### src/rtl/dsq_pkg.sv
// constants and types shared by the delta-sigma sequencer files
package dsq_pkg;
   // converter clock
   localparam int CLK_HZ = 250_000_000;
   // maximum output rate per resolution tier, samples per second
   localparam int RATE_20_SPS = 187;
   localparam int RATE_16_SPS = 48_000;
   localparam int RATE_12_SPS = 192_000;
   localparam int RATE_8_SPS = 384_000;
   // least conversion period in clock cycles, rounded up
   localparam int CYC_20 = (CLK_HZ + RATE_20_SPS - 1) / RATE_20_SPS;
   localparam int CYC_16 = (CLK_HZ + RATE_16_SPS - 1) / RATE_16_SPS;
   localparam int CYC_12 = (CLK_HZ + RATE_12_SPS - 1) / RATE_12_SPS;
   localparam int CYC_8 = (CLK_HZ + RATE_8_SPS - 1) / RATE_8_SPS;
   // widths
   localparam int RES_W = 5;
   localparam int CNT_W = 21;
   localparam int DAT_W = 24;
   localparam int PRIME_W = 3;
   // resolution thresholds
   localparam logic [RES_W-1:0] RES_8 = 5'h08;
   localparam logic [RES_W-1:0] RES_12 = 5'h0C;
   localparam logic [RES_W-1:0] RES_16 = 5'h10;
   localparam logic [RES_W-1:0] RES_TURBO_MIN = 5'h11;
   // samples in the decimator pipeline, and the single sample of turbo at high resolution
   localparam logic [PRIME_W-1:0] PRIME_FULL = 3'h4;
   localparam logic [PRIME_W-1:0] PRIME_ONE = 3'h1;
   localparam int HIST_N = 3;
   localparam int BUF_N = 2;

   typedef enum logic [1:0] {
      DSQ_MODE_SINGLE = 2'b00,
      DSQ_MODE_CONT = 2'b01,
      DSQ_MODE_MULTI = 2'b10,
      DSQ_MODE_TURBO = 2'b11
   } dsq_mode_t;

   typedef enum logic [1:0] {
      DSQ_ST_IDLE = 2'b00,
      DSQ_ST_RUN = 2'b01,
      DSQ_ST_WAIT = 2'b10
   } dsq_st_t;
endpackage

### src/rtl/dsq_strm_if.sv
// valid/ready word stream between sequencer and result buffer
interface dsq_strm_if;
   logic valid;
   logic ready;
   logic [dsq_pkg::DAT_W-1:0] data;
   modport src (output valid, output data, input ready);
   modport snk (input valid, input data, output ready);
endinterface

### src/rtl/dsq_buf.sv
// two-entry result buffer with valid and ready on both sides
module dsq_buf (
   // clock and reset
   input wire logic clk,
   input wire logic rst_b,
   // streams
   dsq_strm_if.snk wr,
   dsq_strm_if.src rd
);
   typedef struct packed {
      logic [dsq_pkg::BUF_N-1:0][dsq_pkg::DAT_W-1:0] mem;
      logic wp;
      logic rp;
      logic [1:0] cnt;
   } dsq_buf_t;

   dsq_buf_t buf_r;
   dsq_buf_t buf_nxt;
   logic push;
   logic pop;

   assign wr.ready = (buf_r.cnt != 2'(dsq_pkg::BUF_N));
   assign rd.valid = (buf_r.cnt != 2'h0);
   assign rd.data = buf_r.mem[buf_r.rp];
   assign push = wr.valid && wr.ready;
   assign pop = rd.valid && rd.ready;

   always_comb begin
      buf_nxt = buf_r;
      if (push) begin
         buf_nxt.mem[buf_r.wp] = wr.data;
         buf_nxt.wp = ~buf_r.wp;
      end
      if (pop) begin
         buf_nxt.rp = ~buf_r.rp;
      end
      buf_nxt.cnt = buf_r.cnt + 2'(push) - 2'(pop);
   end

   always_ff @(posedge clk or negedge rst_b) begin
      if (!rst_b) begin
         buf_r <= '0;
      end else begin
         buf_r <= buf_nxt;
      end
   end
endmodule // dsq_buf

### src/rtl/dsq_period.sv
// conversion period counter, one tick at each sample boundary
module dsq_period (
   // clock and reset
   input wire logic clk,
   input wire logic rst_b,
   // control
   input wire logic run,
   input wire logic restart,
   input wire logic [dsq_pkg::CNT_W-1:0] len,
   // boundary
   output logic tick
);
   typedef struct packed {
      logic [dsq_pkg::CNT_W-1:0] cnt;
   } dsq_per_t;

   dsq_per_t per_r;
   dsq_per_t per_nxt;

   assign tick = run && !restart && (per_r.cnt >= len - 1'b1);

   always_comb begin
      per_nxt = per_r;
      if (!run || restart || tick) begin
         per_nxt.cnt = '0;
      end else begin
         per_nxt.cnt = per_r.cnt + 1'b1;
      end
   end

   always_ff @(posedge clk or negedge rst_b) begin
      if (!rst_b) begin
         per_r <= '0;
      end else begin
         per_r <= per_nxt;
      end
   end
endmodule // dsq_period

### src/rtl/dsq_seq.sv
// delta-sigma converter sequencer: triggers, decimator priming, modes and done
// Summary of operation
// - result sums last four samples; reprime on input change
// - start bit or hardware trigger begins conversion
// - done and status stay high until result read
// - single mode: trigger, four conversions, done after fourth
// - single mode: after read, standby until next trigger
// - continuous: first result after priming, then every period
// - multi mode: reprime before each result, relaunch automatically
// - turbo: like multi to 16 bits, one-sample above
// - resolution selects period from maximum output rate
// - done rises one clock after the end of each conversion that completes the decimator priming, when the result enters the buffer
module dsq_seq #(
   parameter int CYC_16_P = dsq_pkg::CYC_16,
   parameter int CYC_20_P = dsq_pkg::CYC_20
) (
   // clock and reset
   input wire logic clk,
   input wire logic rst_b,
   // configuration
   input wire logic [1:0] mode,
   input wire logic [dsq_pkg::RES_W-1:0] res_bits,
   // triggers and control
   input wire logic sw_start,
   input wire logic trig_in,
   input wire logic conv_stop,
   input wire logic sel_chg,
   // modulator bitstream
   input wire logic mod_bit,
   // result port
   output logic [dsq_pkg::DAT_W-1:0] res_data,
   output logic res_valid,
   input wire logic res_rd,
   // status
   output logic eoc_o,
   output logic eoc_stat,
   output logic busy,
   output logic overrun
);
   typedef struct packed {
      dsq_pkg::dsq_st_t st;
      logic trig_q;
      logic [dsq_pkg::PRIME_W-1:0] prime;
      logic [dsq_pkg::CNT_W-1:0] acc;
      logic [dsq_pkg::HIST_N-1:0][dsq_pkg::CNT_W-1:0] hist;
      logic [dsq_pkg::DAT_W-1:0] res;
      logic pend;
      logic ovr;
   } dsq_seq_t;

   // conversion period for a resolution, shortest allowed by its rate tier
   function automatic logic [dsq_pkg::CNT_W-1:0] period_len(
      input logic [dsq_pkg::RES_W-1:0] r);
      logic [dsq_pkg::CNT_W-1:0] len;
      len = dsq_pkg::CNT_W'(CYC_20_P);
      if (r <= dsq_pkg::RES_8) begin
         len = dsq_pkg::CNT_W'(dsq_pkg::CYC_8);
      end else if (r <= dsq_pkg::RES_12) begin
         len = dsq_pkg::CNT_W'(dsq_pkg::CYC_12);
      end else if (r <= dsq_pkg::RES_16) begin
         len = dsq_pkg::CNT_W'(CYC_16_P);
      end
      return len;
   endfunction

   dsq_seq_t seq_r;
   dsq_seq_t seq_nxt;
   logic start;
   logic restart;
   logic tick;
   logic [dsq_pkg::CNT_W-1:0] cur;
   logic [dsq_pkg::PRIME_W-1:0] need;
   logic [dsq_pkg::PRIME_W-1:0] prime_inc;
   logic [dsq_pkg::DAT_W-1:0] sum;
   logic turbo_hi;
   logic drained;

   dsq_strm_if to_buf ();
   dsq_strm_if from_buf ();

   dsq_period u_period (
      .clk(clk),
      .rst_b(rst_b),
      .run(seq_r.st == dsq_pkg::DSQ_ST_RUN),
      .restart(restart),
      .len(period_len(res_bits)),
      .tick(tick)
   );

   dsq_buf u_buf (
      .clk(clk),
      .rst_b(rst_b),
      .wr(to_buf),
      .rd(from_buf)
   );

   // a level trigger would retrigger forever, so only its rising edge counts
   assign start = sw_start || (trig_in && !seq_r.trig_q);
   assign restart = (seq_r.st == dsq_pkg::DSQ_ST_IDLE) && start;
   assign cur = seq_r.acc + dsq_pkg::CNT_W'(mod_bit);
   assign turbo_hi = (mode == dsq_pkg::DSQ_MODE_TURBO) && (res_bits >= dsq_pkg::RES_TURBO_MIN);
   assign need = turbo_hi ? dsq_pkg::PRIME_ONE : dsq_pkg::PRIME_FULL;
   assign prime_inc = (seq_r.prime >= need) ? seq_r.prime : seq_r.prime + 1'b1;
   assign sum = dsq_pkg::DAT_W'(cur) + dsq_pkg::DAT_W'(seq_r.hist[0])
      + dsq_pkg::DAT_W'(seq_r.hist[1]) + dsq_pkg::DAT_W'(seq_r.hist[2]);
   assign drained = !seq_r.pend && !from_buf.valid;

   assign to_buf.valid = seq_r.pend;
   assign to_buf.data = seq_r.res;
   assign from_buf.ready = res_rd;
   assign res_data = from_buf.data;
   assign res_valid = from_buf.valid;
   // done holds while an unread result sits in the buffer
   assign eoc_o = from_buf.valid;
   assign eoc_stat = from_buf.valid;
   assign busy = (seq_r.st != dsq_pkg::DSQ_ST_IDLE);
   assign overrun = seq_r.ovr;

   always_comb begin
      seq_nxt = seq_r;
      seq_nxt.trig_q = trig_in;
      if (to_buf.ready) begin
         seq_nxt.pend = 1'b0;
      end
      unique case (seq_r.st)
         dsq_pkg::DSQ_ST_IDLE: begin
            seq_nxt.prime = '0;
            seq_nxt.hist = '0;
            seq_nxt.acc = '0;
            if (start) begin
               seq_nxt.st = dsq_pkg::DSQ_ST_RUN;
               seq_nxt.ovr = 1'b0;
            end
         end
         dsq_pkg::DSQ_ST_RUN: begin
            seq_nxt.acc = cur;
            if (tick) begin
               seq_nxt.acc = '0;
               seq_nxt.hist[2] = seq_r.hist[1];
               seq_nxt.hist[1] = seq_r.hist[0];
               seq_nxt.hist[0] = cur;
               seq_nxt.prime = prime_inc;
               if (prime_inc >= need) begin
                  // new result; the set wins over the push of the old one
                  seq_nxt.res = sum;
                  seq_nxt.pend = 1'b1;
                  if (seq_r.pend && !to_buf.ready) begin
                     seq_nxt.ovr = 1'b1;
                  end
                  if (mode == dsq_pkg::DSQ_MODE_SINGLE) begin
                     seq_nxt.st = dsq_pkg::DSQ_ST_WAIT;
                  end else if (mode != dsq_pkg::DSQ_MODE_CONT) begin
                     seq_nxt.prime = '0;
                     seq_nxt.hist = '0;
                  end
               end
            end
            if (conv_stop) begin
               seq_nxt.st = dsq_pkg::DSQ_ST_IDLE;
            end
         end
         dsq_pkg::DSQ_ST_WAIT: begin
            if (drained || conv_stop) begin
               seq_nxt.st = dsq_pkg::DSQ_ST_IDLE;
            end
         end
         default: begin
            seq_nxt.st = dsq_pkg::DSQ_ST_IDLE;
         end
      endcase
      if (sel_chg) begin
         seq_nxt.prime = '0;
         seq_nxt.hist = '0;
         seq_nxt.acc = '0;
      end
   end

   always_ff @(posedge clk or negedge rst_b) begin
      if (!rst_b) begin
         seq_r <= '0;
      end else begin
         seq_r <= seq_nxt;
      end
   end
endmodule // dsq_seq

### config.mk
export PLATFORM = sky130hd
export DESIGN_NAME = dsq_seq
export DESIGN_NICKNAME = d
export VERILOG_FILES = /design/src/rtl/dsq_pkg.sv /design/src/rtl/dsq_strm_if.sv /design/src/rtl/dsq_buf.sv /design/src/rtl/dsq_period.sv /design/src/rtl/dsq_seq.sv
export SDC_FILE = /design/constraint.sdc
export NUM_CORES = 1
export LEC_CHECK = 0
export BUFFER_PORTS_ARGS = -buffer_cell sky130_fd_sc_hd__buf_2
export CORE_MARGIN = 4
export CORE_UTILIZATION = 65
export DETAILED_ROUTE_END_ITERATION = 8
export PLACE_DENSITY = 0.83
export SETUP_SLACK_MARGIN = 0.15
export SLEW_MARGIN = 40
export SYNTH_ARGS = -nofsm -noshare
export SYNTH_HDL_FRONTEND = slang
export SYNTH_SLANG_ARGS = --single-unit
### constraint.sdc
create_clock -name clk -period 7 [get_ports clk]
set_input_delay 0.35 -clock clk [delete_from_list [all_inputs] [get_ports clk]]
set_output_delay 0.35 -clock clk [all_outputs]
set_load 0.01 [all_outputs]
; After elaboration in Yosys (flattened, before gate mapping)
; Cells that the tools add are included.
[word_totals]
wordCells = 113
register_bits = 189
out_inout_bits = 29
inputBits = 15
[classes]
n_eq_ne = 14
n_addsub = 9
n_lt_le_gt_ge = 10
n_bitwise = 2
n_reduce_logical = 30
mux = 32
[op_table]
columns = op, n
row1 = case mux 87 bit (2 select lines), 1
row2 = 2-to-1 mux 63 bit, 2
row3 = 2-to-1 mux 113 bit, 1
row4 = 2-to-1 mux 89 bit, 1
row5 = 2-to-1 mux 87 bit, 1
row6 = 2-to-1 mux 21 bit, 4
row7 = 2-to-1 mux 24 bit, 3
row8 = bitwise mux 48 bit, 1
row9 = adder 23 x 21 -> 24 bit, 1
row10 = demux 24 bit (select 1 bit), 1
row11 = adder 22 x 21 -> 23 bit, 1
row12 = adder 21 x 21 -> 22 bit, 1
row13 = adder 21 x 1 -> 21 bit, 1
row14 = "adder 21 x 1 -> 21 bit, second input constant", 1
row15 = >= comparator 21 bit, 1
row16 = "subtractor 21 x 1 -> 21 bit, second input constant", 1
row17 = 2-to-1 mux 3 bit, 5
row18 = 2-to-1 mux 2 bit, 6
row19 = "inequality test 2 bit, second input constant", 6
row20 = "inequality test 3 bit, second input constant", 4
row21 = "less-or-equal comparator 5 x 4 -> 1 bit, second input constant", 2
row22 = logical AND 1 bit, 10
row23 = AND reduction 5 bit, 2
row24 = >= comparator 3 bit, 2
row25 = other kinds (21), 38

; Logic depth before layout (Yosys ltp)
; Gate-level depths: netlist (run 1).
[depth]
ltp_word = 11
ltp_mapped = 18
depth_no_buf = 18

; Modules after synthesis
; Synthesis (run 1) repeated with hierarchy kept, for this count alone.
[hier_totals]
cells_unflattened = 1008
hier_area_um2 = 10911.7
[by_module_without_submodules]
columns = mod, area_each_um2, cells_each, n_inst, seq_area_each_um2
row1 = dsq_seq, 6774.0, 650, 1, 2877.8
row2 = dsq_buf, 2314.7, 151, 1, 1301.2
row3 = dsq_period, 1823.0, 207, 1, 525.5

; Worst setup path before layout (run 1)
; No wires, ideal clock.
[synth_timing]
path_type = input-to-reg
start = input port res_bits[0] in the netlist's numbering
end = register seq_r[28] in the netlist's numbering
cell_stages = 16
setup_time_ps = 66
n_path_buf = 2
t_required_ps = 6934
arrival_ps = 4356
setup_slack_ps = 2578
path_cell_list = or3_1 -> o21a_1 -> and3_1 -> ha_1 -> or3b_2 -> a21oi_1 -> and2_1 -> nor2_1 -> ha_1 -> or3b_1 -> a221o_1 -> a221o_1 -> a31oi_2 -> buf_4 -> buf_6 -> a22o_1
[synth_via]
elab_chain_cells = 10
elab_cells_between_ends = 21
classes_between = add/sub: 1 / order compare: 7 / eq/ne: 1 / mux: 9 / reduce/logical: 3
[synth_rtl]
columns = item, line
row1 = start: declaration, dsq_seq.sv:22  ; input wire logic [dsq_pkg::RES_W-1:0] res_bits,
row2 = branches (longest 10 deep; another with subtractor 21 x 1 -> 21 bit), --
row3 = end signal: assignment, dsq_seq.sv:182  ; seq_r <= seq_nxt;
row4 = end: declaration, dsq_seq.sv:66  ; dsq_seq_t seq_r;
; Several ways; the timed one is not identified. The select of a mux whose other input is x is not followed.
; A chain may end at the register's enable or synchronous reset.

; Worst setup path in the final report (run 1)
[layout_timing]
start = input port res_bits[0] in the netlist's numbering
end = register seq_r[71] in the netlist's numbering
; The elaborated chain is that of the path after synthesis.

==> metrics.json, run 1 <==
{
  "clk_latency_ns": 0.44,
  "numPortBuffers": 42,
  "critPathMaxFanout": 29,
  "cp_data_required_time_ns": 7.37,
  "setup-violations-final": 0,
  "cts_sinks": 186,
  "die_height_um": 135.0,
  "nets_finish": 1080,
  "postRouteWirelength_um": 20410,
  "timing.critical_path.from_type": "input port",
  "cts-htree-levels": 4,
  "post_synth_inst_count": 933,
  "worst_setup_hold_path_clk_slew_ns": 0.07,
  "gp_routability_congestion": 0.8257,
  "grt_first_pass_wirelength_um": 35310,
  "clk_path_buf_depth": 2,
  "max_cap_violations": 0,
  "postSynthRegisterBits": 186,
  "detailedRoute.firstPassIterationCount": 5,
  "post_dp_cell_area_mm2": 0.01092,
  "grt_overflow_total": 0,
  "routed_via_density": 5.869,
  "rsz0062_at_grt": "no",
  "hold_violations": 0,
  "layout-drive-gt1-share_pct": 17.56,
  "floorplan.die.width_um": 135.0,
  "io-pin-count": 44,
  "finalMaxSlewViolations": 0,
  "final.fill_count": 1036,
  "final.min_clock_period_ns": 5.030,
  "dpl_worst_slack_ns": 1.557,
  "ys_async_sr_fraction_pct": 100.0,
  "status": "finished clean",
  "tritoncts": "yes",
  "post_synth_num_cell_types": 62,
  "pin_count_of_the_biggest_net_entering_global_routing": 77,
  "cts_inserted_buffers": 17,
  "max_freq_ghz": 0.1988,
  "drtAntennaViolNets": 0,
  "synth_enable_flop_cells": 0,
  "post_placement_cell_count": 1168,
  "timing_worst_slew_pin_value_ns": 0.7203,
  "first_iter_violations": 453,
  "layout.core_utilization_pct": 72.81,
  "postSynthAreaPerCell_um2": 11.24,
  "cp-end-kind": "flip-flop",
  "fin_crit_sh_pct": 71.85,
  "seq_area_frac_synth_pct": 44.38,
  "drt-wirelength-per-cell_um": 17.00,
  "antenna_violations_before_repair": 0,
  "cellLeakagePower_nw": 5.923,
  "drcViolationCount": 0,
  "worst_slew_margin_rel_pct": 51.45,
  "finalInstanceArea_mm2": 0.01152,
  "ys.flop_type": "sky130_fd_sc_hd__dfrtp_1",
  "worst_slack_ns": 1.970,
  "post-dp-hpwl_um": 14030,
  "p_per_area_mw_per_mm2": 206.9,
  "netlist_area_mm2": 0.01049,
  "gr-usage-all-layers_pct": 24.19,
  "initial_utilization_pct": 66.26,
  "antenna_cells": 0,
  "die-area_mm2": 0.01823,
  "yosysWarningCount": 0,
  "grt_pass1_vias": 7016,
  "syn2layout_area_growth_pct": 9.879,
  "hp-class": "in2reg",
  "vias": 7049,
  "cts.root.buffer_cell": "sky130_fd_sc_hd__clkbuf_16",
  "core_region_mm2": 0.01583,
  "finalNonFillerCells": 1201,
  "floorplan.rows": 46,
  "data_arrival_time_of_the_critical_path_ns": 5.40,
  "setup-tns-final_ns": 0,
  "setup_clock_skew_after_layout_ns": 0.01009,
  "post_cts_resized": 0,
  "critical_path_class": "in2reg",
  "peakVddDrop_mv": 0.1842
}
cells in the mapped netlist, types with 5 or more instances:
cell                        number  share of area [%]
sky130_fd_sc_hd__o21a_1          6               0.43
sky130_fd_sc_hd__ha_1           51                6.1
sky130_fd_sc_hd__xnor2_1        28                2.3
sky130_fd_sc_hd__o21ai_0        29                1.4
sky130_fd_sc_hd__nand2_1        51                1.8
sky130_fd_sc_hd__a21o_1         10               0.72
sky130_fd_sc_hd__mux2_1         11                1.2
sky130_fd_sc_hd__a22o_1         50                4.2
sky130_fd_sc_hd__fa_1           42                8.0
sky130_fd_sc_hd__a21oi_1        17               0.81
sky130_fd_sc_hd__dfrtp_1       186                 44
sky130_fd_sc_hd__nor2b_1         6               0.36
sky130_fd_sc_hd__and4_1          5               0.42
sky130_fd_sc_hd__clkbuf_1       17               0.61
sky130_fd_sc_hd__and3_1         16               0.95
sky130_fd_sc_hd__nor2_1         54                1.9
sky130_fd_sc_hd__nor3_1         11               0.52
sky130_fd_sc_hd__o2bb2ai_1      17                1.4
sky130_fd_sc_hd__buf_2           9               0.43
sky130_fd_sc_hd__xor2_1         31                2.6
sky130_fd_sc_hd__nand4_1        13               0.78
sky130_fd_sc_hd__nand3_1        19               0.91
sky130_fd_sc_hd__mux2_2         76                8.2
sky130_fd_sc_hd__and2_1          6               0.36
sky130_fd_sc_hd__inv_1          99                3.5
worst paths after layout:
| kind | from | to | slack (ns) | depth (start not counted) |
|---|---|---|---|---|
| max reg2reg | seq_r[89]$_DFFE_PN0P_ | to_buf.data[18]$_DFFE_PN0P_ | 2.36 | 16 |
| min | trig_in | seq_r[113]$_DFF_PN0_ | 0.06 | 1 |
| min in group asynchronous | rst_b | u_period.per_r[6]$_DFF_PN0_ | 0.39 | 2 |
| max in group asynchronous | rst_b | to_buf.data[4]$_DFFE_PN0P_ | 5.61 | 3 |
| min reg2reg | u_buf.buf_r[48]$_DFFE_PN0P_ | u_buf.buf_r[48]$_DFFE_PN0P_ | 0.49 | 2 |
| max | res_bits[0] | seq_r[71]$_DFFE_PN0P_ | 1.97 | 16 |
per-layer routing:
layer / up-vias / GRT usage (%) / routed length, um
li1: 3325 / - / -
met3: 26 / 4.955 / 874
met1: 3558 / 36.55 / 10020
met2: 140 / 35.77 / 9251
met5: - / 0 / 0
met4: 0 / 7.335 / 271
kinds of logic (layout without fill, tap and decap cells):
logic type / Yosys count / in the layout / synth area share, %
adders and majority gates: 93 / 93 / 14.10
and+or+nand+nor: 199 / 199 / 9.270
buffers and inverters: 131 / 180 / 5.011
AOI/OAI and AO/OA: 172 / 172 / 12.51
DFF: 186 / 186 / 44.38
muxes: 91 / 91 / 9.723
other: 2 / 5 / 0.07161
xor gates and xnor gates: 59 / 59 / 4.927
critical path, cell delays in order:
cell and delay (ns):
sky130_fd_sc_hd__buf_2 0.10, sky130_fd_sc_hd__or3_1 0.41, sky130_fd_sc_hd__o21a_1 0.27, sky130_fd_sc_hd__and3_1 0.28
sky130_fd_sc_hd__ha_1 0.28, sky130_fd_sc_hd__or3b_2 0.45, sky130_fd_sc_hd__a21oi_1 0.32, sky130_fd_sc_hd__and2_1 0.22
sky130_fd_sc_hd__nor2_1 0.06, sky130_fd_sc_hd__ha_1 0.27, sky130_fd_sc_hd__or3b_1 0.37, sky130_fd_sc_hd__a221o_1 0.44
sky130_fd_sc_hd__a221o_1 0.35, sky130_fd_sc_hd__a31oi_4 0.56, sky130_fd_sc_hd__buf_4 0.44, sky130_fd_sc_hd__a22o_1 0.19
state kept, by name, indices dropped and copies added, names as in the netlist:
name and cells:
overrun 1, u_period.per_r 21, seq_r 90, u_buf.buf_r 50, to_buf.valid 1, to_buf.data 23
cell usage in the layout (no fill, tap or decap), types with 10 or more instances in the layout:
| cell type | Yosys | layout |
|---|---|---|
| sky130_fd_sc_hd__a21o_1 | 10 | 10 |
| sky130_fd_sc_hd__a21oi_1 | 17 | 17 |
| sky130_fd_sc_hd__a22o_1 | 50 | 50 |
| sky130_fd_sc_hd__and3_1 | 16 | 16 |
| sky130_fd_sc_hd__buf_2 | 9 | 41 |
| sky130_fd_sc_hd__clkbuf_16 | 0 | 17 |
| sky130_fd_sc_hd__dfrtp_1 | 186 | 185 |
| sky130_fd_sc_hd__fa_1 | 42 | 42 |
| sky130_fd_sc_hd__ha_1 | 51 | 51 |
| sky130_fd_sc_hd__inv_1 | 99 | 99 |
| sky130_fd_sc_hd__mux2_1 | 11 | 11 |
| sky130_fd_sc_hd__mux2_2 | 76 | 76 |
| sky130_fd_sc_hd__nand2_1 | 51 | 49 |
| sky130_fd_sc_hd__nand3_1 | 19 | 19 |
| sky130_fd_sc_hd__nand4_1 | 13 | 13 |
| sky130_fd_sc_hd__nor2_1 | 54 | 53 |
| sky130_fd_sc_hd__nor3_1 | 11 | 11 |
| sky130_fd_sc_hd__o21ai_0 | 29 | 29 |
| sky130_fd_sc_hd__o2bb2ai_1 | 17 | 17 |
| sky130_fd_sc_hd__xnor2_1 | 28 | 28 |
| sky130_fd_sc_hd__xor2_1 | 31 | 31 |
layout make-up:
type	instances	area (um2)	area share (%)
clock inverters	14	150.1	1.303
multi-input cells	619	5358	46.49
repair buffers	49	279.0	2.421
clock buffers	18	439.2	3.811
flip-flops and latches	186	4656	40.40
inverters	99	371.6	3.225
well taps	216	270.3	2.345
where the power goes:
| part | total [mW] | switching (mW) | internal, mW |
|---|---|---|---|
| Sequential | 1.15 | 0.0501 | 1.10 |
| Combinational | 0.283 | 0.179 | 0.104 |
| Clock | 0.955 | 0.440 | 0.515 |
| Total | 2.38 | 0.669 | 1.72 |
through the flow:
step,total power [mW],hold slack (ns)
4_1_cts,2.405,0.04635
6_report,2.385,0.06347
5_1_grt,2.490,0.04912
3_3_place_gp,1.434,0.2736
2_1_floorplan,1.350,0.05441
3_5_place_dp,1.444,0.2789
timing repair:
action                     CTS  global route
hold endpoints to repair    41             0
buffers inserted             0             0
hold buffers                 1             0
setup endpoints to repair    0             0
Note: power is estimated with default switching activity, not from simulation.
==> run 2, diff against run 1 <==
Settings changed: ABC_AREA set to 1, CORE_UTILIZATION 65 to 63, PLACE_DENSITY 0.83 to 0.81.
Clock period 7 ns to 4.88 ns, I/O delays scaled along.
==> metrics.json, run 2 <==
{
  "floorplan.die.width": {"value": 142.1, "unit": "um", "change": "+5.3%"},
  "post_dp_cell_area": {"value": 0.01169, "unit": "mm2", "change": "+7.1%"},
  "post_placement_cell_count": {"value": 1588, "change": "+36%"},
  "post_synth_num_cell_types": {"value": 46, "change": "-26%"},
  "gr-usage-all-layers": {"value": 25.33, "unit": "%", "change": "+1.1 points"},
  "numPortBuffers": {"value": 42, "change": "unchanged"},
  "ys_async_sr_fraction": {"value": 100.0, "unit": "%", "change": "unchanged"},
  "sequential_cell_area": {"value": 0.004654, "unit": "mm2", "change": "about the same"},
  "post_cts_buffers": {"value": 0, "change": "unchanged"},
  "cts_hold_buf": {"value": 2, "change": "+1"},
  "yosysWarningCount": {"value": 0, "change": "unchanged"},
  "drcViolationCount": {"value": 0, "change": "unchanged"},
  "tritoncts": "yes",
  "die_height": {"value": 142.1, "unit": "um", "change": "+5.3%"},
  "grt_pass1_vias": {"value": 8503, "change": "+21%"},
  "cellLeakagePower": {"value": 6.045, "unit": "nW", "change": "+2.1%"},
  "post_cts_resized": {"value": 0, "change": "unchanged"},
  "post_synth_inst_count": {"value": 1356, "change": "+45%"},
  "grt_first_pass_wirelength": {"value": 41590, "unit": "um", "change": "+18%"},
  "most-common-layout-cells": "sky130_fd_sc_hd__nand2_1, sky130_fd_sc_hd__inv_1, sky130_fd_sc_hd__dfrtp_1",
  "hold_violations": {"value": 0, "change": "unchanged"},
  "status": "finished clean",
  "syn2layout_area_growth_pct": 8.511,
  "final.fill_count": {"value": 1346, "change": "+30%"},
  "drt-wirelength-per-cell": {"value": 14.88, "unit": "um", "change": "-12%"},
  "timing.critical_path.from_type": "flip-flop",
  "layout-drive-gt1-share": {"value": 11.24, "unit": "%", "change": "-6.3 points"},
  "postSynthRegisterBits": {"value": 186, "change": "unchanged"},
  "cts-htree-levels": {"value": 4, "change": "unchanged"},
  "clk_path_buf_depth": {"value": 2, "change": "unchanged"},
  "routed_via_density": {"value": 5.427, "change": "-7.5%"},
  "fin_crit_sh_pct": 77.54,
  "holdPathStages": {"value": 3, "change": "+2"},
  "multiInputGateArea": {"value": 0.005592, "unit": "mm2", "change": "+4.4%"},
  "worst_slew_margin_rel": {"value": 45.78, "unit": "%", "change": "-5.7 points"},
  "cts_sinks": {"value": 186, "change": "unchanged"},
  "grt_overflow_total": {"value": 0, "change": "unchanged"},
  "pin_count_of_the_biggest_net_entering_global_routing": {"value": 96, "change": "+25%"},
  "synthDominantAreaCellType": "sky130_fd_sc_hd__dfrtp_1",
  "yosys.cell_count.top_type": "sky130_fd_sc_hd__nand2_1",
  "finalInstanceArea": {"value": 0.01230, "unit": "mm2", "change": "+6.7%"},
  "antenna_cells": {"value": 0, "change": "unchanged"},
  "finalNonFillerCells": {"value": 1622, "change": "+35%"},
  "clk_latency": {"value": 0.44, "unit": "ns", "change": "about the same"},
  "setup_clock_skew_after_layout": {"value": 0.01249, "unit": "ns", "change": "+0.002402 ns"},
  "final.min_clock_period_ns": 3.784,
  "finalMaxSlewViolations": {"value": 0, "change": "unchanged"},
  "postSynthAreaPerCell": {"value": 8.359, "unit": "um2", "change": "-26%"},
  "ys.flop_type": "sky130_fd_sc_hd__dfrtp_1",
  "critical_path_class": "reg2reg",
  "largest_reg_flops": {"value": 90, "change": "unchanged"},
  "cts_inserted_buffers": {"value": 17, "change": "unchanged"},
  "data_arrival_time_of_the_critical_path": {"value": 4.10, "unit": "ns", "change": "-1.30 ns"},
  "top_reg_by_flops": "seq_r",
  "drtAntennaViolNets": {"value": 0, "change": "unchanged"},
  "post-dp-hpwl": {"value": 16880, "unit": "um", "change": "+20%"},
  "max_freq_ghz": 0.2643,
  "timing_worst_slew_pin_value": {"value": 0.8125, "unit": "ns", "change": "+0.09215 ns"},
  "first_iter_violations": {"value": 670, "change": "+48%"},
  "cp_data_required_time": {"value": 5.19, "unit": "ns", "change": "-2.18 ns"},
  "hp-class": "in2reg",
  "initial_utilization": {"value": 64.86, "unit": "%", "change": "-1.4 points"},
  "antenna_violations_before_repair": {"value": 0, "change": "unchanged"},
  "vias": {"value": 8802, "change": "+25%"},
  "layout.cells.most_common": "sky130_fd_sc_hd__nand2_1",
  "worstRegToRegCells": {"value": 19, "change": "+3"},
  "io-pin-count": {"value": 44, "change": "unchanged"},
  "synth_enable_flop_cells": {"value": 0, "change": "unchanged"},
  "gp_routability_congestion": {"value": 0.9089, "change": "+10%"},
  "peakVddDrop": {"value": 0.4095, "unit": "mV", "change": "+120%"},
  "p_per_area": {"value": 293.1, "unit": "mW/mm2", "change": "+42%"},
  "post-synth-top-area-fraction": {"value": 41.06, "unit": "%", "change": "-3.3 points"},
  "setup-tns-final": {"value": 0, "unit": "ns", "change": "unchanged"},
  "netlist_area": {"value": 0.01133, "unit": "mm2", "change": "+8.1%"},
  "setup-violations-final": {"value": 0, "change": "unchanged"},
  "core_region": {"value": 0.01748, "unit": "mm2", "change": "+10%"},
  "synthTopCellsByCount": "sky130_fd_sc_hd__nand2_1, sky130_fd_sc_hd__inv_1, sky130_fd_sc_hd__dfrtp_1, sky130_fd_sc_hd__o21ai_0, sky130_fd_sc_hd__nand3_1",
  "floorplan.rows": {"value": 48, "change": "+4.3%"},
  "cp-end-kind": "flip-flop",
  "nets_finish": {"value": 1492, "change": "+38%"},
  "worst_setup_hold_path_clk_slew": {"value": 0.07, "unit": "ns", "change": "about the same"},
  "max_cap_violations": {"value": 0, "change": "unchanged"},
  "postRouteWirelength": {"value": 24130, "unit": "um", "change": "+18%"},
  "rsz0062_at_grt": "no",
  "die-area": {"value": 0.02020, "unit": "mm2", "change": "+11%"},
  "cts.root.buffer_cell": "sky130_fd_sc_hd__clkbuf_16",
  "detailedRoute.firstPassIterationCount": {"value": 5, "change": "unchanged"},
  "critPathMaxFanout": {"value": 6, "change": "-79%"},
  "seq_area_frac_synth": {"value": 41.06, "unit": "%", "change": "-3.3 points"},
  "fin_hold_ws": {"value": 0.09398, "unit": "ns", "change": "+0.03051 ns"},
  "area_contributors_post_synth": "sky130_fd_sc_hd__dfrtp_1, sky130_fd_sc_hd__nand2_1, sky130_fd_sc_hd__fa_1, sky130_fd_sc_hd__inv_1, sky130_fd_sc_hd__ha_1"
}
==> run 2: changes by cell type after synthesis, moves of 41 or more <==
cell / before / now
sky130_fd_sc_hd__o21ai_0: 29 / 94
sky130_fd_sc_hd__nand3_1: 19 / 90
sky130_fd_sc_hd__inv_1: 99 / 223
sky130_fd_sc_hd__nand2_1: 51 / 307
sky130_fd_sc_hd__a22o_1: 50 / 0
sky130_fd_sc_hd__mux2_2: 76 / 0
sky130_fd_sc_hd__o21ai_2: 0 / 41
==> run 2: per-stage QoR <==
stage,utilization [%],worst slack [ns],total power [mW]
detailed placement,66.87,0.8291,2.236
global placement,66.81,1.050,2.217
CTS,70.37,1.107,3.622
finish,70.38,1.096,3.605
floorplan,-,1.670,2.055
global route,70.38,0.6713,3.770
==> run 2: metal layers <==
metal	GRT usage [%]	share of wire, %	vias to the layer above
li1	-	-	4357
met1	36.28	47	4230
met2	39.85	47	188
met3	6.485	5.3	27
met4	4.848	1.1	0
met5	0	0	-
==> run 2: critical path, stage by stage, from the launching register on <==
cell and delay, ns:
sky130_fd_sc_hd__dfrtp_1 0.36, sky130_fd_sc_hd__ha_1 0.27, sky130_fd_sc_hd__ha_1 0.25, sky130_fd_sc_hd__nand3_1 0.18, sky130_fd_sc_hd__inv_2 0.10, sky130_fd_sc_hd__nand2_2 0.07
sky130_fd_sc_hd__nor2_4 0.13, sky130_fd_sc_hd__nand2_1 0.10, sky130_fd_sc_hd__nor3_1 0.19, sky130_fd_sc_hd__xnor2_1 0.18, sky130_fd_sc_hd__fa_1 0.51, sky130_fd_sc_hd__inv_1 0.04
sky130_fd_sc_hd__ha_1 0.38, sky130_fd_sc_hd__nand2_1 0.12, sky130_fd_sc_hd__o21ai_0 0.30, sky130_fd_sc_hd__a21oi_1 0.16, sky130_fd_sc_hd__nand3_1 0.11, sky130_fd_sc_hd__nand2_1 0.06
sky130_fd_sc_hd__nand2_1 0.08, sky130_fd_sc_hd__o21ai_1 0.06
==> run 2: logic make-up (layout without fill, tap and decap cells) <==
logic type / after synthesis / in the layout / synth area share [%]
AO/OA/AOI/OAI: 222 / 222 / 11.49
adder cells (fa/ha/maj): 93 / 93 / 13.05
buffers and inverters: 272 / 310 / 9.813
flip-flops: 186 / 186 / 41.06
AND/OR/NAND/NOR: 536 / 536 / 21.04
XOR/XNOR: 45 / 45 / 3.477
other: 2 / 5 / 0.06626
==> run 2: where the power goes <==
part / switching [mW] / internal (mW) / total, mW
clock network: 0.652 / 0.740 / 1.39
logic: 0.447 / 0.164 / 0.611
registers: 0.0275 / 1.57 / 1.60
total: 1.13 / 2.48 / 3.60
==> run 2: layout make-up <==
cell class	count	area share (%)
multi-input combinational	901	45.46
clock inverter	14	1.231
sequential	186	37.84
timing repair buffer	53	2.737
clock buffer	18	3.571
inverter	225	6.867
tap	225	2.289
==> run 2: worst paths after layout <==
kind	slack, ns	startpoint	end
hold / removal	0.09	res_rd	u_buf.buf_r[2]$_DFFE_PN0P_
min in group asynchronous	0.37	rst_b	u_period.per_r[0]$_DFF_PN0_
hold reg to reg	0.49	u_buf.buf_r[35]$_DFFE_PN0P_	u_buf.buf_r[35]$_DFFE_PN0P_
setup / recovery	1.10	seq_r[89]$_DFFE_PN0P_	to_buf.data[20]$_DFFE_PN0P_
max in group asynchronous	3.31	rst_b	seq_r[46]$_DFFE_PN0P_
setup reg to reg	1.10	seq_r[89]$_DFFE_PN0P_	to_buf.data[20]$_DFFE_PN0P_
